### config.mk
export PLATFORM = sky130hd
export DESIGN_NAME = host_mode_ctrl
export DESIGN_NICKNAME = d
export VERILOG_FILES = /design/src/rtl/host_mode_pkg.sv /design/src/rtl/frame_start_timer.sv /design/src/rtl/host_mode_ctrl.sv
export VERILOG_INCLUDE_DIRS = /design/src /design/src/rtl
export SDC_FILE = /design/constraint.sdc
export NUM_CORES = 1
export LEC_CHECK = 0
export BUFFER_PORTS_ARGS = -buffer_cell sky130_fd_sc_hd__buf_2
export CORE_MARGIN = 3
export CORE_UTILIZATION = 50
export DETAILED_ROUTE_END_ITERATION = 6
export PLACE_DENSITY = 0.78
export SKIP_LAST_GASP = 1
export SLEW_MARGIN = 20
export SYNTH_ARGS = -nofsm -noshare
export SYNTH_HDL_FRONTEND = slang
export SYNTH_SLANG_ARGS = --single-unit
### constraint.sdc
create_clock -name clk_sys -period 5.76 [get_ports clk_sys]
set_input_delay 1.152 -clock clk_sys [delete_from_list [all_inputs] [get_ports clk_sys]]
set_output_delay 1.152 -clock clk_sys [all_outputs]
set_load 0.05 [all_outputs]
### src/rtl/host_mode_cfg.svh
`ifndef HOST_MODE_CFG_SVH
`define HOST_MODE_CFG_SVH
// Register offset and field layout of the operating mode register
`define HOM_OFFSET        8'h04
`define HOM_RESET         32'h0000_0000
`define HOM_WAKE_EN_BIT   10
`define HOM_WAKE_CONN_BIT 9
`define HOM_IRQ_ROUTE_BIT 8
`define HOM_FSTATE_HI     7
`define HOM_FSTATE_LO     6
`define HOM_BULK_BIT      5
`define HOM_CTRL_BIT      4
`define HOM_ISO_BIT       3
`define HOM_PERIODIC_BIT  2
`define HOM_RATIO_HI      1
`define HOM_RATIO_LO      0
`define HOM_USED_MASK     32'h0000_07FF
// Start-of-frame delay after entering the running state
`define SOF_DELAY_US      1000
`define CLK_MHZ           50
`define SOF_DELAY_CYC     (`SOF_DELAY_US * `CLK_MHZ)
`endif

### src/rtl/host_mode_pkg.sv
package host_mode_pkg;
  // Functional state encoding
  typedef enum logic [1:0] {
    bus_reset_state = 2'h0,
    resume_state    = 2'h1,
    running_state   = 2'h2,
    suspended_state = 2'h3
  } functional_state_t;

  // Register access request from the register port
  typedef struct packed {
    logic        wr;
    logic        rd;
    logic [7:0]  addr;
    logic [31:0] wdata;
  } reg_req_t;

  // List enables seen by the schedule engine
  typedef struct packed {
    logic       bulk_queue_on;
    logic       ctrl_queue_on;
    logic       iso_on;
    logic       periodic_queue_on;
    logic [1:0] ctrl_bulk_ratio;
  } list_enables_t;
endpackage : host_mode_pkg

### src/rtl/frame_start_timer.sv
`timescale 1ns/1ps
`default_nettype none
`include "host_mode_cfg.svh"
// Counts the delay from entering the running state to the first frame start
module frame_start_timer #(
  parameter int unsigned DELAY_CYC = `SOF_DELAY_CYC
) (
  input  wire logic clk_sys,
  input  wire logic rst_b,
  input  wire logic ce,
  input  wire logic start,
  input  wire logic running,
  output logic      sof_active
);
  logic [31:0] count_q;

  // Restart on each entry to running, abort if running is left
  always_ff @(posedge clk_sys) begin
    if (!rst_b) begin
      count_q    <= 32'h0000_0000;
      sof_active <= 1'b0;
    end else if (ce) begin
      if (!running) begin
        count_q    <= 32'h0000_0000;
        sof_active <= 1'b0;
      end else if (start) begin
        count_q    <= 32'h0000_0001;
        sof_active <= 1'b0;
      end else if (!sof_active && count_q != 32'h0000_0000) begin
        if (count_q >= DELAY_CYC) begin
          sof_active <= 1'b1;
          count_q    <= 32'h0000_0000;
        end else begin
          count_q <= count_q + 32'h0000_0001;
        end
      end
    end
  end
endmodule : frame_start_timer
`default_nettype wire

### src/rtl/host_mode_ctrl.sv
`timescale 1ns/1ps
`default_nettype none
`include "host_mode_cfg.svh"
module host_mode_ctrl #(
  parameter int unsigned SOF_DELAY = `SOF_DELAY_CYC
) (
  input  wire logic                         clk_sys,
  input  wire logic                         rst_b,
  input  wire logic                         ce,
  input  wire logic                         soft_reset,
  input  wire host_mode_pkg::reg_req_t      reg_req,
  output logic [31:0]                       reg_rdata,
  input  wire logic                         resume_flag,
  input  wire logic                         irq_event,
  input  wire logic                         downstream_resume,
  input  wire logic                         frame_boundary,
  input  wire logic                         iso_desc_seen,
  input  wire logic                         ctrl_desc_served,
  input  wire logic                         nonperiodic_start,
  output logic                              remote_wake,
  output logic                              host_irq,
  output logic                              mgmt_irq,
  output logic                              root_hub_reset,
  output logic                              frame_start_flag,
  output host_mode_pkg::list_enables_t      frame_enables,
  output logic                              iso_continue,
  output logic                              serve_control,
  output logic [1:0]                        functional_state
);
  logic                              wake_en_q;
  logic                              wake_conn_q;
  logic                              irq_route_q;
  host_mode_pkg::functional_state_t  fstate_q;
  host_mode_pkg::functional_state_t  fstate_d;
  host_mode_pkg::list_enables_t      en_q;
  logic [2:0]                        ctrl_count_q;
  logic                              wr_hit;
  logic                              enter_run;
  logic                              sof_active;

  // Register address decode, used for both writes and reads
  function automatic logic hit(input host_mode_pkg::reg_req_t r);
    hit = (r.addr == `HOM_OFFSET);
  endfunction : hit

  // Control keeps the turn while fewer than ratio+1 descriptors were served
  function automatic logic ctrl_turn(input logic [2:0] count, input logic [1:0] ratio);
    ctrl_turn = (count <= {1'b0, ratio});
  endfunction : ctrl_turn

  assign wr_hit = reg_req.wr && hit(reg_req);

  // Software-only fields: written and read back by software, hardware never touches them
  always_ff @(posedge clk_sys) begin
    if (!rst_b) begin
      wake_en_q <= 1'b0;
      en_q      <= '0;
    end else if (ce && wr_hit) begin
      wake_en_q            <= reg_req.wdata[`HOM_WAKE_EN_BIT];
      en_q.bulk_queue_on   <= reg_req.wdata[`HOM_BULK_BIT];
      en_q.ctrl_queue_on   <= reg_req.wdata[`HOM_CTRL_BIT];
      en_q.iso_on          <= reg_req.wdata[`HOM_ISO_BIT];
      en_q.periodic_queue_on <= reg_req.wdata[`HOM_PERIODIC_BIT];
      en_q.ctrl_bulk_ratio <= reg_req.wdata[`HOM_RATIO_HI:`HOM_RATIO_LO];
    end
  end

  // Connected and routing bits survive a software reset
  always_ff @(posedge clk_sys) begin
    if (!rst_b) begin
      wake_conn_q <= 1'b0;
      irq_route_q <= 1'b0;
    end else if (ce && wr_hit) begin
      wake_conn_q <= reg_req.wdata[`HOM_WAKE_CONN_BIT];
      irq_route_q <= reg_req.wdata[`HOM_IRQ_ROUTE_BIT];
    end
  end

  // Functional state: software write, software reset, or resume detect
  always_comb begin
    fstate_d = fstate_q;
    if (soft_reset) begin
      fstate_d = host_mode_pkg::suspended_state;
    end else if (wr_hit) begin
      fstate_d = host_mode_pkg::functional_state_t'(
        reg_req.wdata[`HOM_FSTATE_HI:`HOM_FSTATE_LO]);
    end else if (fstate_q == host_mode_pkg::suspended_state
                 && downstream_resume) begin
      fstate_d = host_mode_pkg::resume_state;
    end
  end

  always_ff @(posedge clk_sys) begin
    if (!rst_b) begin
      fstate_q <= host_mode_pkg::bus_reset_state;
    end else if (ce) begin
      fstate_q <= fstate_d;
    end
  end

  assign enter_run = (fstate_d == host_mode_pkg::running_state)
                     && (fstate_q != host_mode_pkg::running_state);

  // Frame-start delay after entering running
  frame_start_timer #(
    .DELAY_CYC (SOF_DELAY)
  ) u_sof_timer (
    .clk_sys    (clk_sys),
    .rst_b      (rst_b),
    .ce         (ce),
    .start      (enter_run),
    .running    (fstate_d == host_mode_pkg::running_state),
    .sof_active (sof_active)
  );

  // Enables latched at frame boundary, so changes apply next frame
  always_ff @(posedge clk_sys) begin
    if (!rst_b) begin
      frame_enables <= '0;
    end else if (ce && frame_boundary) begin
      frame_enables <= en_q;
    end
  end

  // Iso descriptor check against the frame copy of the iso enable
  always_ff @(posedge clk_sys) begin
    if (!rst_b) begin
      iso_continue <= 1'b0;
    end else if (ce && iso_desc_seen) begin
      iso_continue <= frame_enables.iso_on;
    end
  end

  // Control service count kept across frames, cleared when bulk takes its turn
  always_ff @(posedge clk_sys) begin
    if (!rst_b) begin
      ctrl_count_q <= 3'h0;
    end else if (ce) begin
      if (nonperiodic_start && !ctrl_turn(ctrl_count_q, frame_enables.ctrl_bulk_ratio)) begin
        ctrl_count_q <= 3'h0;
      end else if (ctrl_desc_served && ctrl_count_q != 3'h4) begin
        ctrl_count_q <= ctrl_count_q + 3'h1;
      end
    end
  end

  // Control or bulk decision taken before nonperiodic processing
  always_ff @(posedge clk_sys) begin
    if (!rst_b) begin
      serve_control <= 1'b0;
    end else if (ce && nonperiodic_start) begin
      serve_control <= frame_enables.ctrl_queue_on
                       && ctrl_turn(ctrl_count_q, frame_enables.ctrl_bulk_ratio);
    end
  end

  // Interrupt routing and wake signalling
  always_ff @(posedge clk_sys) begin
    if (!rst_b) begin
      host_irq    <= 1'b0;
      mgmt_irq    <= 1'b0;
      remote_wake <= 1'b0;
    end else if (ce) begin
      host_irq    <= irq_event && !irq_route_q;
      mgmt_irq    <= irq_event && irq_route_q;
      remote_wake <= wake_en_q && resume_flag;
    end
  end

  // Root hub reset follows the bus reset state
  always_ff @(posedge clk_sys) begin
    if (!rst_b) begin
      root_hub_reset <= 1'b1;
    end else if (ce) begin
      root_hub_reset <= (fstate_d == host_mode_pkg::bus_reset_state);
    end
  end

  // Status outputs and read data
  always_ff @(posedge clk_sys) begin
    if (!rst_b) begin
      frame_start_flag <= 1'b0;
      functional_state <= 2'h0;
      reg_rdata        <= `HOM_RESET;
    end else if (ce) begin
      frame_start_flag <= sof_active;
      functional_state <= fstate_d;
      if (reg_req.rd && hit(reg_req)) begin
        reg_rdata <= {21'h000000, wake_en_q, wake_conn_q, irq_route_q, fstate_q,
                      en_q.bulk_queue_on, en_q.ctrl_queue_on, en_q.iso_on,
                      en_q.periodic_queue_on, en_q.ctrl_bulk_ratio};
      end else begin
        reg_rdata <= 32'h0000_0000;
      end
    end
  end
endmodule : host_mode_ctrl
`default_nettype wire

==> impl_metrics.prom <==
# TYPE chip_impl_metric gauge
chip_impl_info{name="result_of_the_run",value="finished, final reports clean"} 1
chip_impl_metric{name="leakage",unit="nW"} 1.42
chip_impl_info{name="dominantRegCellSynth",value="dfxtp_1"} 1
chip_impl_metric{name="routed_wire_length_per_instance",unit="um"} 13.8
chip_impl_metric{name="drtIter0Drc",unit=""} 178
chip_impl_metric{name="yosys_warning_count",unit=""} 0
chip_impl_info{name="final_cell_mix",value="dfxtp_1, buf_2, nand2_1, nor2_1, nand3_1"} 1
chip_impl_info{name="critical_path.endpoint_type",value="flop"} 1
chip_impl_metric{name="remaining_routing_drc_violations",unit=""} 0
chip_impl_metric{name="area_growth_syn_to_layout",unit="%"} 12.4
chip_impl_metric{name="clk_pin_slew",unit="ns"} 0.07
chip_impl_metric{name="finalClockSkew",unit="ns"} 0.00781
chip_impl_metric{name="hpwlAfterDp",unit="um"} 5010
chip_impl_info{name="mostFrequentLayoutCell",value="dfxtp_1"} 1
chip_impl_metric{name="fmaxAchievable",unit="MHz"} 305
chip_impl_metric{name="grt_max_degree",unit=""} 46
chip_impl_metric{name="cp_data_required_time",unit="ns"} 6.02
chip_impl_metric{name="grt_first_pass_wirelength",unit="um"} 11800
chip_impl_metric{name="number_of_global_route_vias_before_repair",unit=""} 2635
chip_impl_metric{name="finalSetupTns",unit="ns"} 0
chip_impl_metric{name="dr_total_vias",unit=""} 2847
chip_impl_metric{name="drive_gt1_share",unit="%"} 18.8
chip_impl_metric{name="die-height",unit="um"} 88.2
chip_impl_metric{name="place_inst",unit=""} 507
chip_impl_info{name="r2r-start",value="u_sof_timer.count_q[0]"} 1
chip_impl_info{name="r2r-end",value="u_sof_timer.count_q[18]"} 1
chip_impl_metric{name="ctsHoldBuffers",unit=""} 0
chip_impl_metric{name="initial_utilization",unit="%"} 52.3
chip_impl_metric{name="grt_antenna_before_repair",unit=""} 0
chip_impl_info{name="cts_tree",value="built"} 1
chip_impl_metric{name="syn_area_per_cell",unit="sq um"} 8.58
chip_impl_metric{name="max-cap-violations",unit=""} 0
chip_impl_metric{name="drt_first_pass_iters",unit=""} 5
chip_impl_metric{name="final_instance_count_excl_fillers",unit=""} 523
chip_impl_metric{name="global_route.usage.total",unit="%"} 19.1
chip_impl_metric{name="clk_path_buf_depth",unit=""} 2
chip_impl_metric{name="placement.io_buffers",unit=""} 57
chip_impl_metric{name="cts_max_level",unit=""} 3
chip_impl_metric{name="utilization_of_the_core_after_routing",unit="%"} 58.8
chip_impl_metric{name="synth_edf_count",unit=""} 0
chip_impl_metric{name="number_of_standard_cells_after_synthesis",unit=""} 394
chip_impl_metric{name="slew_headroom",unit="%"} 41.8
chip_impl_metric{name="remaining_number_of_nets_flagged_by_the_antenna_check_after_routing",unit=""} 0
chip_impl_metric{name="boundaryPins",unit=""} 100
chip_impl_metric{name="postSynth.asyncResetShare",unit="%"} 0
chip_impl_metric{name="path_max_fanout",unit=""} 41
chip_impl_info{name="critical_path.startpoint",value="ce"} 1
chip_impl_metric{name="final_net_count",unit=""} 500
chip_impl_metric{name="floorplan.rows",unit=""} 29
chip_impl_metric{name="gpl.final_weighted_congestion",unit=""} 0.778
chip_impl_metric{name="final.min_clock_period",unit="ns"} 3.28
chip_impl_metric{name="postRouteWirelength",unit="um"} 7210
chip_impl_metric{name="diodes",unit=""} 0
chip_impl_metric{name="worst-r2r-setup-slack",unit="ns"} 3.47
chip_impl_metric{name="postCtsResizedCells",unit=""} 0
chip_impl_metric{name="post_cts_repair_timing_setup_buffer_count",unit=""} 0
chip_impl_metric{name="synth_cell_types",unit=""} 51
chip_impl_metric{name="irDropWorstVdd",unit="mV"} 0.145
chip_impl_info{name="crit_path_end",value="u_sof_timer.count_q[9]"} 1
chip_impl_info{name="clock-root-buffer",value="clkbuf_8"} 1
chip_impl_metric{name="fp.dieArea",unit="sq mm"} 0.00778
chip_impl_metric{name="timing.final.crit_share",unit="%"} 56.9
chip_impl_metric{name="source_to_sink_clock_delay_at_the_later_pin_of_the_worst_skew_pair",unit="ns"} 0.34
chip_impl_metric{name="grt_remaining_overflow",unit=""} 0
chip_impl_metric{name="setup_violations",unit=""} 0
chip_impl_metric{name="design.core.area",unit="sq mm"} 0.00646
chip_impl_metric{name="routed_via_density",unit=""} 5.44
chip_impl_metric{name="die_w",unit="um"} 88.2
chip_impl_metric{name="post_synth_design_cell_area",unit="sq mm"} 0.00338
chip_impl_metric{name="max_slew.worst_pin.slew",unit="ns"} 0.874
chip_impl_info{name="rsz0062_at_grt",value="false"} 1
chip_impl_metric{name="cts.sinks",unit=""} 71
chip_impl_info{name="kind_of_start_point_of_the_critical_path",value="primary input"} 1
chip_impl_metric{name="cts_inserted_buffers",unit=""} 9
chip_impl_info{name="setup.worst_path.class",value="in2reg"} 1
chip_impl_metric{name="finalMaxSlewViolations",unit=""} 0
chip_impl_metric{name="synth_sequential_area_ratio",unit="%"} 42.1
chip_impl_metric{name="final_hold_fails",unit=""} 0
chip_impl_metric{name="power.density_cell_area",unit="mW/mm^2"} 273
chip_impl_metric{name="synth-seq-cells",unit=""} 71
chip_impl_metric{name="crit_arrival",unit="ns"} 3.54
chip_impl_metric{name="r2r_cells",unit=""} 7
chip_impl_info{name="timing.hold.worst.class",value="reg2reg"} 1
[report_power, final]
| group | internal [mW] | switching, mW | leakage (nW) |
|---|---|---|---|
| registers | 0.494 | 0.00310 | 0.573 |
| clock network | 0.267 | 0.183 | 0.112 |
| logic | 0.0216 | 0.0702 | 0.732 |
| total | 0.782 | 0.256 | 1.42 |
[critical path, cell delays in order]
cell and delay, ns:
buf_2 0.59, inv_2 0.35, nor2_1 0.25, o21ai_2 0.17, and2_1 0.32, or4_1 0.55, a21oi_1 0.15
[state kept, by name (all words and copies together) (netlist names)]
register,cells
remote_wake,1
mgmt_irq,1
iso_continue,1
functional_state,2
root_hub_reset,1
u_sof_timer.sof_active,1
en_q,6
frame_enables,6
wake_en_q,1
host_irq,1
ctrl_count_q,3
frame_start_flag,1
irq_route_q,1
reg_rdata,11
u_sof_timer.count_q,32
serve_control,1
wake_conn_q,1
[cell type report]
| class | instances | area, sq um |
|---|---|---|
| Multi-Input combinational cell | 288 | 1710 |
| Clock inverter | 5 | 80.1 |
| Fill cell | 549 | 2660 |
| Clock buffer | 11 | 151 |
| Sequential cell | 71 | 1420 |
| Tap cell | 77 | 96.3 |
| Timing Repair Buffer | 57 | 285 |
| Inverter | 14 | 52.6 |
[how the worst min path moves through the flow]
stage | startpoint | end | slack, ns | cells past startpoint
after global routing | u_sof_timer.count_q[31] | u_sof_timer.count_q[31] | 0.45 | 2
after detailed placement | u_sof_timer.count_q[31] | u_sof_timer.count_q[31] | 0.43 | 2
after CTS | u_sof_timer.count_q[31] | u_sof_timer.count_q[31] | 0.44 | 2
after global placement | u_sof_timer.count_q[31] | u_sof_timer.count_q[31] | 0.42 | 2
final | u_sof_timer.count_q[31] | u_sof_timer.count_q[31] | 0.44 | 2
after floorplan | u_sof_timer.count_q[31] | u_sof_timer.count_q[31] | 0.41 | 2
[Yosys cell counts, types with 2 or more instances]
cell        n  area share (%)
clkbuf_1   11             1.2
o31ai_1     3            0.67
buf_6       4             1.3
inv_1      13             1.4
or2_2       2            0.37
nor4_1     11             2.0
o2111ai_1   2            0.52
buf_4      21             4.7
a22oi_1    11             2.4
nor3_1      3            0.44
nand4_1     9             1.7
a211oi_1    4            0.89
nor2_1     30             3.3
a21oi_1    11             1.6
a21boi_0   25             5.6
nand3_1    27             4.0
nor2b_1    14             2.6
and2_1      5            0.93
mux2i_1     3            0.89
or3_1       4            0.74
buf_2       4            0.59
nor4_2      2            0.74
o21ai_0     7             1.0
xnor2_1    15             3.9
a31oi_1     3            0.56
nand2_1    44             4.9
dfxtp_1    71              42
and3_1      7             1.3
ha_1        6             2.2
[cell families (layout without fill, tap and decap cells)]
logic type                 after synthesis  after routing  share of synthesized area (%)
and+or+nand+nor                        170            170                           26.1
AOI/OAI and AO/OA                       72             72                           15.0
DFF                                     71             71                           42.1
buffers and inverters                   55             87                           9.48
xor gates and xnor gates                16             16                           4.15
adders and majority gates                6              6                           2.22
muxes                                    3              3                          0.889
other                                    1             21                          0.111
[per-layer routing]
metal	global-route usage, %	routed length [um]
met1	23.8	3240
met2	31.7	3480
met3	5.68	436
met4	6.04	53
met5	0	0
[through the flow]
step	cell area, sq um	setup slack (ns)	total power, mW	hold WS [ns]
finish	3800	2.48	1.04	0.437
CTS	3800	2.51	1.04	0.439
global route	3800	2.34	1.07	0.447
floorplan	3450	3.12	0.591	0.409
global placement	3570	2.19	0.598	0.423
detailed placement	3570	2.15	0.599	0.427
No activity file was read; power rests on OpenSTA's default activity.
